<file path="src/design/pfm_pkg.sv">
// Package of constants and types for the pin function select mux
package pfm_pkg;
   localparam int SEL_W = 4;
   localparam int ADDR_W = 16;
   localparam int DATA_W = 16;
   localparam logic [ADDR_W-1:0] SEL_REG_OFFSET = 16'h0172;
   localparam logic [DATA_W-1:0] SEL_REG_RESET = 16'h0000;
   localparam int CARRIER_SEL_LSB = 8;
   localparam int COL_SEL_LSB = 4;
   localparam int RX_ERROR_SEL_LSB = 0;
   localparam int GEN1_SEL_LSB = 4;
   localparam int GEN0_SEL_LSB = 0;
   localparam int NUM_PINS = 3;
   localparam logic [SEL_W-1:0] SEL_NORMAL = 4'h0;
   localparam logic [SEL_W-1:0] SEL_TX_SFD = 4'h1;
   localparam logic [SEL_W-1:0] SEL_RX_SFD = 4'h2;
   localparam logic [SEL_W-1:0] SEL_WAKE = 4'h3;
   localparam logic [SEL_W-1:0] SEL_ENERGY = 4'h4;
   localparam logic [SEL_W-1:0] SEL_LED3 = 4'h6;
   localparam logic [SEL_W-1:0] SEL_PRBS = 4'h7;
   localparam logic [SEL_W-1:0] SEL_CONST0 = 4'h8;
   localparam logic [SEL_W-1:0] SEL_CONST1 = 4'h9;

   // Internal event sources shared by all pins except pin 2 of the small package, which stays low
   typedef struct packed {
      logic tx_sfd;
      logic rx_sfd;
      logic wake_packet_indication;
      logic energy_detect;
      logic third_led_signal;
      logic prbs_error;
   } pfm_src_t;

   // Normal MII functions available to the pins
   typedef struct packed {
      logic carrier_sense;
      logic collision;
      logic rx_error;
   } pfm_mii_t;
endpackage : pfm_pkg

</file>
<file path="src/design/pfm_mux.sv">
// Pin function select mux with its select register and register port
//
// Our own choice: the plain strobed port.
`timescale 1ns/1ps
module pfm_mux #(
   parameter bit SMALL_PKG = 1'b0
) (
   input wire logic clk,
   input wire logic rst_n,
   input wire logic [pfm_pkg::ADDR_W-1:0] reg_addr,
   input wire logic [pfm_pkg::DATA_W-1:0] reg_wdata,
   input wire logic reg_wr,
   input wire logic reg_rd,
   output logic [pfm_pkg::DATA_W-1:0] reg_rdata,
   input wire pfm_pkg::pfm_mii_t mii_in,
   input wire pfm_pkg::pfm_src_t src_in,
   output logic [pfm_pkg::NUM_PINS-1:0] pin_out
);
   import pfm_pkg::*;

   logic [DATA_W-1:0] sel_reg;
   logic [DATA_W-1:0] sel_next;
   logic [DATA_W-1:0] wmask;
   logic [SEL_W-1:0] pin_sel [NUM_PINS];
   logic [NUM_PINS-1:0] normal_src;
   logic [NUM_PINS-1:0] pin_next;

   // Writable bits depend on the package variant
   assign wmask = SMALL_PKG ? 16'h00FF : 16'h0FFF;
   assign sel_next = reg_wdata & wmask;

   always_ff @(posedge clk or negedge rst_n) begin
      if (!rst_n) begin
         sel_reg <= SEL_REG_RESET;
      end else if (reg_wr && reg_addr == SEL_REG_OFFSET) begin
         sel_reg <= sel_next;
      end
   end

   always_ff @(posedge clk or negedge rst_n) begin
      if (!rst_n) begin
         reg_rdata <= 16'h0000;
      end else if (reg_rd && reg_addr == SEL_REG_OFFSET) begin
         reg_rdata <= sel_reg;
      end else begin
         reg_rdata <= 16'h0000;
      end
   end

   // Pin 0 is rx error / general 0, pin 1 collision / general 1, pin 2 carrier
   always_comb begin
      pin_sel[0] = sel_reg[RX_ERROR_SEL_LSB +: SEL_W];
      pin_sel[1] = sel_reg[COL_SEL_LSB +: SEL_W];
      pin_sel[2] = SMALL_PKG ? SEL_NORMAL : sel_reg[CARRIER_SEL_LSB +: SEL_W];
      normal_src[0] = mii_in.rx_error;
      normal_src[1] = mii_in.collision;
      normal_src[2] = SMALL_PKG ? 1'b0 : mii_in.carrier_sense;
   end

   genvar gi;
   generate
      for (gi = 0; gi < NUM_PINS; gi++) begin : g_pin
         always_comb begin
            case (pin_sel[gi])
               SEL_NORMAL: pin_next[gi] = normal_src[gi];
               SEL_TX_SFD: pin_next[gi] = src_in.tx_sfd;
               SEL_RX_SFD: pin_next[gi] = src_in.rx_sfd;
               SEL_WAKE: pin_next[gi] = src_in.wake_packet_indication;
               SEL_ENERGY: pin_next[gi] = src_in.energy_detect;
               SEL_LED3: pin_next[gi] = src_in.third_led_signal;
               SEL_PRBS: pin_next[gi] = src_in.prbs_error;
               SEL_CONST0: pin_next[gi] = 1'b0;
               SEL_CONST1: pin_next[gi] = 1'b1;
               // Reserved codes drive low
               default: pin_next[gi] = 1'b0;
            endcase
         end
      end
   endgenerate

   always_ff @(posedge clk or negedge rst_n) begin
      if (!rst_n) begin
         pin_out <= '0;
      end else begin
         pin_out <= pin_next;
      end
   end

   // Register port checks
   a_reserved_read: assert property (@(posedge clk) disable iff (!rst_n)
      $past(reg_rd) |-> (reg_rdata & ~wmask) == 16'h0000)
      else $error("reserved register bits read nonzero");

   a_read_back: assert property (@(posedge clk) disable iff (!rst_n)
      reg_wr && reg_addr == SEL_REG_OFFSET ##1 reg_rd && reg_addr == SEL_REG_OFFSET
      |=> reg_rdata == $past(sel_next, 2))
      else $error("select register read back mismatch");

   a_rdata_value: assert property (@(posedge clk) disable iff (!rst_n)
      reg_rd && reg_addr == SEL_REG_OFFSET
      |=> reg_rdata == $past(sel_reg))
      else $error("read data not the register value");

   a_rdata_idle: assert property (@(posedge clk) disable iff (!rst_n)
      !(reg_rd && reg_addr == SEL_REG_OFFSET)
      |=> reg_rdata == 16'h0000)
      else $error("read data not zero outside a read");

   a_read_other_addr: assert property (@(posedge clk) disable iff (!rst_n)
      reg_rd && reg_addr != SEL_REG_OFFSET
      |=> reg_rdata == 16'h0000)
      else $error("read of another address not zero");

   a_rdata_reset: assert property (@(posedge clk) disable iff (!rst_n)
      $rose(rst_n)
      |-> reg_rdata == 16'h0000)
      else $error("read data not zero after reset");

   a_reset_value: assert property (@(posedge clk) disable iff (!rst_n)
      $rose(rst_n)
      |-> sel_reg == SEL_REG_RESET)
      else $error("select register not zero after reset");

   a_upper_zero: assert property (@(posedge clk) disable iff (!rst_n)
      sel_reg[15:12] == 4'h0)
      else $error("select register top bits not zero");

   a_small_upper_zero: assert property (@(posedge clk) disable iff (!rst_n)
      SMALL_PKG
      |-> sel_reg[15:8] == 8'h00)
      else $error("small package upper byte not zero");

   a_small_carrier_zero: assert property (@(posedge clk) disable iff (!rst_n)
      SMALL_PKG && reg_wr && reg_addr == SEL_REG_OFFSET
      |=> sel_reg[11:8] == 4'h0)
      else $error("small package kept bits 11:8");

   a_low_fields_write: assert property (@(posedge clk) disable iff (!rst_n)
      reg_wr && reg_addr == SEL_REG_OFFSET
      |=> sel_reg[7:0] == $past(reg_wdata[7:0]))
      else $error("low select fields not written");

   a_carrier_field_write: assert property (@(posedge clk) disable iff (!rst_n)
      !SMALL_PKG && reg_wr && reg_addr == SEL_REG_OFFSET
      |=> sel_reg[11:8] == $past(reg_wdata[11:8]))
      else $error("carrier select field not written");

   a_other_addr_hold: assert property (@(posedge clk) disable iff (!rst_n)
      reg_wr && reg_addr != SEL_REG_OFFSET
      |=> $stable(sel_reg))
      else $error("write to another address changed the register");

   a_idle_hold: assert property (@(posedge clk) disable iff (!rst_n)
      !reg_wr
      |=> $stable(sel_reg))
      else $error("select register changed without a write");

   // Routing checks on single pins
   a_rx_err_normal: assert property (@(posedge clk) disable iff (!rst_n)
      pin_sel[0] == SEL_NORMAL |=> pin_out[0] == $past(mii_in.rx_error))
      else $error("rx error pin not normal function");

   a_col_normal: assert property (@(posedge clk) disable iff (!rst_n)
      pin_sel[1] == SEL_NORMAL |=> pin_out[1] == $past(mii_in.collision))
      else $error("collision pin not normal function");

   a_carrier_normal: assert property (@(posedge clk) disable iff (!rst_n)
      !SMALL_PKG && pin_sel[2] == SEL_NORMAL
      |=> pin_out[2] == $past(mii_in.carrier_sense))
      else $error("carrier pin not normal function");

   a_tx_sfd_route: assert property (@(posedge clk) disable iff (!rst_n)
      pin_sel[0] == SEL_TX_SFD |=> pin_out[0] == $past(src_in.tx_sfd))
      else $error("tx sfd not routed");

   a_rx_sfd_route: assert property (@(posedge clk) disable iff (!rst_n)
      pin_sel[1] == SEL_RX_SFD |=> pin_out[1] == $past(src_in.rx_sfd))
      else $error("rx sfd not routed");

   a_wake_route: assert property (@(posedge clk) disable iff (!rst_n)
      pin_sel[0] == SEL_WAKE |=> pin_out[0] == $past(src_in.wake_packet_indication))
      else $error("wake indication not routed");

   a_energy_route: assert property (@(posedge clk) disable iff (!rst_n)
      pin_sel[1] == SEL_ENERGY |=> pin_out[1] == $past(src_in.energy_detect))
      else $error("energy detect not routed");

   a_led_prbs_route: assert property (@(posedge clk) disable iff (!rst_n)
      pin_sel[0] == SEL_LED3 ##1 pin_sel[0] == SEL_PRBS
      |-> pin_out[0] == $past(src_in.third_led_signal)
      ##1 pin_out[0] == $past(src_in.prbs_error))
      else $error("led or prbs not routed");

   a_const_force: assert property (@(posedge clk) disable iff (!rst_n)
      pin_sel[1] == SEL_CONST1 |=> pin_out[1])
      else $error("constant high not forced");

   a_write_latency: assert property (@(posedge clk) disable iff (!rst_n)
      reg_wr && reg_addr == SEL_REG_OFFSET && reg_wdata[3:0] == SEL_CONST0
      |=> ##1 !pin_out[0])
      else $error("new select late on pin");

   a_small_spare_low: assert property (@(posedge clk) disable iff (!rst_n)
      SMALL_PKG
      |-> !pin_out[2])
      else $error("small package spare pin not low");

   a_write_to_pin: assert property (@(posedge clk) disable iff (!rst_n)
      reg_wr && reg_addr == SEL_REG_OFFSET && reg_wdata[GEN1_SEL_LSB +: SEL_W] == SEL_CONST1
      |=> ##1 pin_out[1])
      else $error("new select late on general pin");

   // Cycles since the last accepted write, saturating at three; zero means none yet
   logic [1:0] since_write;
   always_ff @(posedge clk or negedge rst_n) begin
      if (!rst_n) begin
         since_write <= 2'h0;
      end else if (reg_wr && reg_addr == SEL_REG_OFFSET) begin
         since_write <= 2'h1;
      end else if (since_write != 2'h0 && since_write != 2'h3) begin
         since_write <= since_write + 2'h1;
      end
   end

   a_latency_high: assert property (@(posedge clk) disable iff (!rst_n)
      since_write == 2'h2 && sel_reg[RX_ERROR_SEL_LSB +: SEL_W] == SEL_CONST1
      |-> pin_out[0])
      else $error("pin not high two cycles after write");

   a_latency_low: assert property (@(posedge clk) disable iff (!rst_n)
      since_write == 2'h2 && sel_reg[RX_ERROR_SEL_LSB +: SEL_W] == SEL_CONST0
      |-> !pin_out[0])
      else $error("pin not low two cycles after write");

   // Normal function each pin must show, per package layout
   logic [NUM_PINS-1:0] exp_normal;
   always_comb begin
      exp_normal[0] = mii_in.rx_error;
      exp_normal[1] = mii_in.collision;
      exp_normal[2] = mii_in.carrier_sense && !SMALL_PKG;
   end

   // Select field each pin must follow, per package layout
   logic [SEL_W-1:0] exp_sel [NUM_PINS];
   always_comb begin
      if (SMALL_PKG) begin
         exp_sel[0] = sel_reg[GEN0_SEL_LSB +: SEL_W];
         exp_sel[1] = sel_reg[GEN1_SEL_LSB +: SEL_W];
         exp_sel[2] = SEL_NORMAL;
      end else begin
         exp_sel[0] = sel_reg[RX_ERROR_SEL_LSB +: SEL_W];
         exp_sel[1] = sel_reg[COL_SEL_LSB +: SEL_W];
         exp_sel[2] = sel_reg[CARRIER_SEL_LSB +: SEL_W];
      end
   end

   // Every pin against the shared code table
   generate
      for (gi = 0; gi < NUM_PINS; gi++) begin : g_pin_chk
         a_pin_select: assert property (@(posedge clk) disable iff (!rst_n)
            pin_sel[gi] == exp_sel[gi])
            else $error("pin follows the wrong select field");

         a_pin_normal: assert property (@(posedge clk)
            disable iff (!rst_n) pin_sel[gi] == SEL_NORMAL
            |=> pin_out[gi] == $past(exp_normal[gi]))
            else $error("pin not showing its normal function");

         a_pin_tx_sfd: assert property (@(posedge clk) disable iff (!rst_n)
            pin_sel[gi] == SEL_TX_SFD
            |=> pin_out[gi] == $past(src_in.tx_sfd))
            else $error("tx sfd not routed to pin");

         a_pin_rx_sfd: assert property (@(posedge clk) disable iff (!rst_n)
            pin_sel[gi] == SEL_RX_SFD
            |=> pin_out[gi] == $past(src_in.rx_sfd))
            else $error("rx sfd not routed to pin");

         a_pin_wake: assert property (@(posedge clk) disable iff (!rst_n)
            pin_sel[gi] == SEL_WAKE
            |=> pin_out[gi] == $past(src_in.wake_packet_indication))
            else $error("wake indication not routed to pin");

         a_pin_energy: assert property (@(posedge clk) disable iff (!rst_n)
            pin_sel[gi] == SEL_ENERGY
            |=> pin_out[gi] == $past(src_in.energy_detect))
            else $error("energy detect not routed to pin");

         a_pin_led: assert property (@(posedge clk) disable iff (!rst_n)
            pin_sel[gi] == SEL_LED3
            |=> pin_out[gi] == $past(src_in.third_led_signal))
            else $error("led signal not routed to pin");

         a_pin_prbs: assert property (@(posedge clk) disable iff (!rst_n)
            pin_sel[gi] == SEL_PRBS
            |=> pin_out[gi] == $past(src_in.prbs_error))
            else $error("prbs indication not routed to pin");

         a_pin_low: assert property (@(posedge clk) disable iff (!rst_n)
            pin_sel[gi] == SEL_CONST0
            |=> !pin_out[gi])
            else $error("constant low not forced on pin");

         a_pin_high: assert property (@(posedge clk) disable iff (!rst_n)
            pin_sel[gi] == SEL_CONST1
            |=> pin_out[gi])
            else $error("constant high not forced on pin");

         a_pin_reserved_five: assert property (@(posedge clk) disable iff (!rst_n)
            pin_sel[gi] == 4'h5
            |=> !pin_out[gi])
            else $error("reserved code five not driving low");

         a_pin_reserved_high: assert property (@(posedge clk) disable iff (!rst_n)
            pin_sel[gi] > SEL_CONST1
            |=> !pin_out[gi])
            else $error("reserved upper code not driving low");

         a_pin_reset_low: assert property (@(posedge clk) disable iff (!rst_n)
            $rose(rst_n)
            |-> !pin_out[gi])
            else $error("pin not low after reset");
      end
   endgenerate

   // Main scenarios
   c_write: cover property (@(posedge clk) reg_wr && reg_addr == SEL_REG_OFFSET);
   c_read: cover property (@(posedge clk) reg_rd && reg_addr == SEL_REG_OFFSET);
   c_pin_high: cover property (@(posedge clk) pin_sel[0] == SEL_CONST1 ##1 pin_out[0]);
   c_sfd_pulse: cover property (@(posedge clk) pin_sel[1] == SEL_TX_SFD && src_in.tx_sfd);
   c_latency: cover property (@(posedge clk) since_write == 2'h2);
endmodule : pfm_mux

</file>
<file path="config.mk">
export PLATFORM = sky130hd
export DESIGN_NAME = pfm_mux
export DESIGN_NICKNAME = d
export VERILOG_FILES = /design/src/design/pfm_pkg.sv /design/src/design/pfm_mux.sv
export SDC_FILE = /design/constraint.sdc
export NUM_CORES = 1
export LEC_CHECK = 0
export BUFFER_PORTS_ARGS = -buffer_cell sky130_fd_sc_hd__buf_2
export CAP_MARGIN = 20
export CORE_MARGIN = 5
export CORE_UTILIZATION = 50
export CTS_BUF_LIST = sky130_fd_sc_hd__clkbuf_4
export CTS_CLUSTER_DIAMETER = 100
export DETAILED_ROUTE_END_ITERATION = 8
export HOLD_SLACK_MARGIN = 0.1
export PLACE_DENSITY = 0.86
export SETUP_SLACK_MARGIN = 0.15
export SLEW_MARGIN = 20
export SYNTH_ARGS = -nofsm -noshare
export SYNTH_HDL_FRONTEND = slang
export SYNTH_SLANG_ARGS = --single-unit
</file>
<file path="constraint.sdc">
create_clock -name clk -period 3.7 [get_ports clk]
set_input_delay 0.74 -clock clk [delete_from_list [all_inputs] [get_ports clk]]
set_output_delay 0.74 -clock clk [all_outputs]
set_load 0.02 [all_outputs]
</file>
; ---- Word-level counts from Yosys, hierarchy flattened
; Index checks and enable logic that the tools add are counted.
[classes]
shifts = 0
mul = 0
eq_ne = 22
bitwise = 0
reduce_logical = 5
n_addsub = 0
n_div = 0
n_lt_le_gt_ge = 0
mux = 4
[op_table]
columns = cell, count
row1 = "4-bit by 3-bit equality test with 1-bit output, second input constant", 9
row2 = "4-bit by 2-bit equality test with 1-bit output, second input constant", 6
row3 = 1-bit case mux with 8 select lines, 3
row4 = "16-bit by 9-bit equality test with 1-bit output, second input constant", 1
row5 = "4-bit by 1-bit equality test with 1-bit output, second input constant", 3
row6 = "4-bit equality test, second input constant", 3
row7 = 4-bit zero test, 3
row8 = 12-bit 2-to-1 mux, 1
row9 = 1-bit logical AND, 2
[word_totals]
in_bits = 45
output_inout_bits = 19
mem_bits_rw = 0
n_memories = 0
mem_bits_ro = 0
reg_bits = 27
wordCells = 34
latchBits = 0

; ---- Depth between registers and ports, before layout
[depth]
word_depth = 3
depth_mapped = 5

; ---- Worst setup path before layout
; OpenSTA, ideal clock, no wires.
[synth_timing]
kind = input to register
startpoint = input port reg_addr[2] (netlist bit)
endpoint = register sel_reg[10]
path_slack_ns = 1.758
path_buffers = 1
t_required_ns = 3.575
path_stages = 5
setup_ns = 0.125
arrival_time_ns = 1.817
path_cell_list = nor4b_2 -> and3_1 -> and3_4 -> buf_12 -> mux2_4
[synth_between]
elab_chain_len = 2
[synth_rtl]
columns = element, line_no
row1 = from (decl), pfm_mux.sv:10  ; input wire logic [pfm_pkg::ADDR_W-1:0] reg_addr,
row2 = 16-bit by 9-bit equality test with 1-bit output, n/a
row3 = 1-bit logical AND, n/a
row4 = to (signal assigned), pfm_mux.sv:36  ; sel_reg <= sel_next;
row5 = to (decl), pfm_mux.sv:21  ; logic [DATA_W-1:0] sel_reg;
; Every way passes these cells.
; A chain may end at the register's enable or synchronous reset.

; ---- Final worst setup path
[layout_timing]
startpoint = input port reg_addr[2] (netlist bit)
endpoint = register sel_reg[11]
; Same word-level chain as after synthesis.

==> flow_metrics.py <==
metrics = {
    "run_status": {
        "status": "finished, final reports clean",
    },
    "timing": {
        "unrepaired_setup_endpoints_after_global_routing": "no",
        "post_layout_minimum_cycle_time_ps": 1824,
        "fin_tns_setup_ps": 0,
        "fin_ws_ps": 1876,
        "slew_worst_pin_ps": 563.9,
        "worst_slew_margin_rel_pct": 62.41,
        "setup_viol_count_final": 0,
        "fin_worst_skew_ps": 0.7667,
        "drv_slew": 0,
        "hold_viol": 0,
        "max_freq_ghz": 0.5483,
        "whs_ps": 388.2,
        "finalCritPeriodShare_pct": 49.29,
    },
    "die": {
        "die_width_microns": 60.67,
        "start_util_pct": 51.82,
        "die_height_microns": 60.67,
        "pin_count": 64,
        "die_area_sq_um": 3681,
        "core_region_area_sq_um": 2477,
        "placement_rows": 18,
    },
    "detailed_routing": {
        "route.antenna.remaining_nets": 0,
        "drt_wl_total_microns": 2675,
        "initialDrtViolationCount": 24,
        "detail_route.drc_violations": 0,
        "vias": 959,
        "first_pass_iters": 4,
        "wl_per_cell_microns": 14.62,
        "post_drt_via_cell_ratio": 5.240,
    },
    "cts": {
        "cts.clk_slew.worst_paths_ps": 130,
        "post-cts-setup-buffers": 0,
        "htreeDepth": 1,
        "cts-buffers-inserted": 3,
        "clkSinkCount": 27,
        "cts.root.buffer_cell": "sky130_fd_sc_hd__clkbuf_4",
        "buffer_levels_on_the_longest_clock_path": 2,
        "post_cts.resized_instances": 0,
        "clk_latency_ps": 320,
        "cts.hold.buffers_added": 0,
        "tritoncts": "yes",
    },
    "synth": {
        "netlist_top_cells_area": "sky130_fd_sc_hd__dfrtp_1 53%, sky130_fd_sc_hd__mux2_4 12%, sky130_fd_sc_hd__mux4_2 5.3%, sky130_fd_sc_hd__and2_1 4.4%, sky130_fd_sc_hd__nor3_1 3.5%",
        "synth-simple-area-share_pct": 17.45,
        "synth_compound_gate_area_share_pct": 3.509,
        "most_used_standard_cells_in_the_synthesized_netlist": "27 x sky130_fd_sc_hd__dfrtp_1, 10 x sky130_fd_sc_hd__mux2_4, 9 x sky130_fd_sc_hd__and2_1, 9 x sky130_fd_sc_hd__nor3_1, 6 x sky130_fd_sc_hd__o21ai_0",
        "syn_area_sq_um": 1284,
        "yosysWarningCount": 0,
        "post-synth-top-count-cell": "sky130_fd_sc_hd__dfrtp_1",
        "synth_top_cell_area_share_pct": 52.63,
        "netlist.top_cell.by_area": "sky130_fd_sc_hd__dfrtp_1",
        "synth-async-reset-ratio_pct": 100.0,
        "synth-edff-count": 0,
        "synthXorXnorAreaFrac_pct": 0,
        "sequential_to_total_area_share_from_yosys_stat_pct": 52.63,
        "synth.area.mux_share_pct": 21.05,
        "synth_adder_area_share_pct": 0,
        "combinational_family_with_the_most_area_after_synthesis": "multiplexers",
        "synth-seq-cells": 27,
        "synth.distinct_cells": 23,
        "syn-instance-count": 96,
        "most_used_dff_post_synth": "sky130_fd_sc_hd__dfrtp_1",
        "syn_avg_cell_area_sq_um": 13.37,
    },
    "setup_path": {
        "startpoint_type": "input pin",
        "worst-setup-path-type": "input pin to register",
        "worst-endpoint-arrival_ps": 2050,
        "worst_path_largest_cell_delay_ps": 360,
        "critical_path.slowest_cell": "sky130_fd_sc_hd__mux2_2",
        "critical_path_cell_list": "buf_2 -> nor4b_2 -> and3_1 -> and3_4 -> mux2_2",
        "r2r.worst_path.cells": 3,
        "kind_of_capture_point_of_the_worst_setup_path": "register",
        "worst_ep_required_time_ps": 3930,
        "cp_max_fo": 12,
    },
    "placement": {
        "place.gp.congestion": 0.7907,
        "placement.io_buffers": 55,
        "detailed_place_hpwl_microns": 2188,
        "placed_cell_area_sq_um": 1558,
        "setup_slack_at_placement_ps": 1496,
    },
    "final_layout": {
        "finalInstanceArea_sq_um": 1588,
        "nets": 199,
        "area_growth_syn_to_layout_pct": 23.68,
        "drive_gt1_share_pct": 50.98,
        "fillCellCount": 206,
        "diodes": 0,
    },
    "global_route": {
        "gr-total-overflow": 0,
        "grt_first_pass_wirelength_microns": 4429,
        "grt_pass1_vias": 969,
        "grt_start_max_net_pins": 28,
        "gr-usage-all-layers_pct": 16.61,
        "antenna_violations_before_repair": 0,
    },
    "power": {
        "report.power.total_mw": 0.4753,
        "peakVddDrop_mv": 0.1987,
        "power_leakage_nw": 0.8110,
        "power_per_cell_area_nw_per_um2": 299.4,
    },
    "run": {
        "cap_viol_max_count": 0,
    },
    "hold_path": {
        "min-delay-path-class": "input pin to asynchronous set/reset pin",
    },
}
[where the power goes]
part	switching, mW	internal, mW	leakage, nW	total (mW)
clock	0.0825	0.0496	0.0184	0.132
sequential	0.000331	0.297	0.370	0.297
combinational	0.0243	0.0219	0.422	0.0462
[final cells by class]
cell class | count | area [sq um] | area share [%]
sequential | 27 | 675.6 | 42.55
timing repair buffer | 55 | 275.3 | 17.34
clock buffer | 4 | 30.03 | 1.891
tap | 30 | 37.54 | 2.364
inverter | 4 | 15.01 | 0.9456
multi-input combinational | 63 | 554.3 | 34.91
[final timing paths]
path | startpoint | endpoint | slack (ps)
setup reg to reg | sel_reg[4] | pin_out[1] | 2360
min in group clk | sel_reg[10] | sel_reg[10] | 560
hold reg to reg | sel_reg[10] | sel_reg[10] | 560
setup / recovery | reg_addr[2] | sel_reg[11] | 1880
hold / removal | rst_n | reg_rdata[11] | 390
max in group asynchronous | rst_n | reg_rdata[8] | 2940
[kinds of logic after synthesis]
group                  Yosys count
and+or+nand+nor                 32
DFF                             27
muxes                           18
AOI/OAI and AO/OA                9
buffers and inverters            9
other                            1
[through the flow]
| stage | cells | utilization (%) |
|---|---|---|
| floorplan | 99 | - |
| global placement | 179 | 62.88 |
| detailed placement | 179 | 62.88 |
| CTS | 183 | 64.09 |
| global route | 183 | 64.09 |
| finish | 183 | 64.09 |
[worst max-delay path, delay by kind of cell]
kind / cells / cell delay [ps]
buffers and inverters: 1 / 100
multiplexers: 1 / 360
AND/OR/NAND/NOR: 3 / 840
[cells in the final DEF, fill, tap and decap left out, types with 2 or more instances in the layout]
cell	n
sky130_fd_sc_hd__mux2_4	10
sky130_fd_sc_hd__nand2_1	3
sky130_fd_sc_hd__mux2i_1	3
sky130_fd_sc_hd__conb_1	4
sky130_fd_sc_hd__inv_1	4
sky130_fd_sc_hd__and2_1	9
sky130_fd_sc_hd__a21oi_1	3
sky130_fd_sc_hd__mux4_2	3
sky130_fd_sc_hd__o21ai_0	6
sky130_fd_sc_hd__nor3b_1	3
sky130_fd_sc_hd__nor3_1	9
sky130_fd_sc_hd__buf_2	55
sky130_fd_sc_hd__mux2_2	2
sky130_fd_sc_hd__clkbuf_4	4
sky130_fd_sc_hd__dfrtp_1	27
[layer usage]
metal	track usage [%]	share of wire, %	vias to the layer above
met2	26.11	45	55
met1	21.02	40	454
met4	9.907	2.2	0
met5	0	0	-
li1	-	-	446
met3	3.617	12	4
Power figures use the tool's default switching activity.
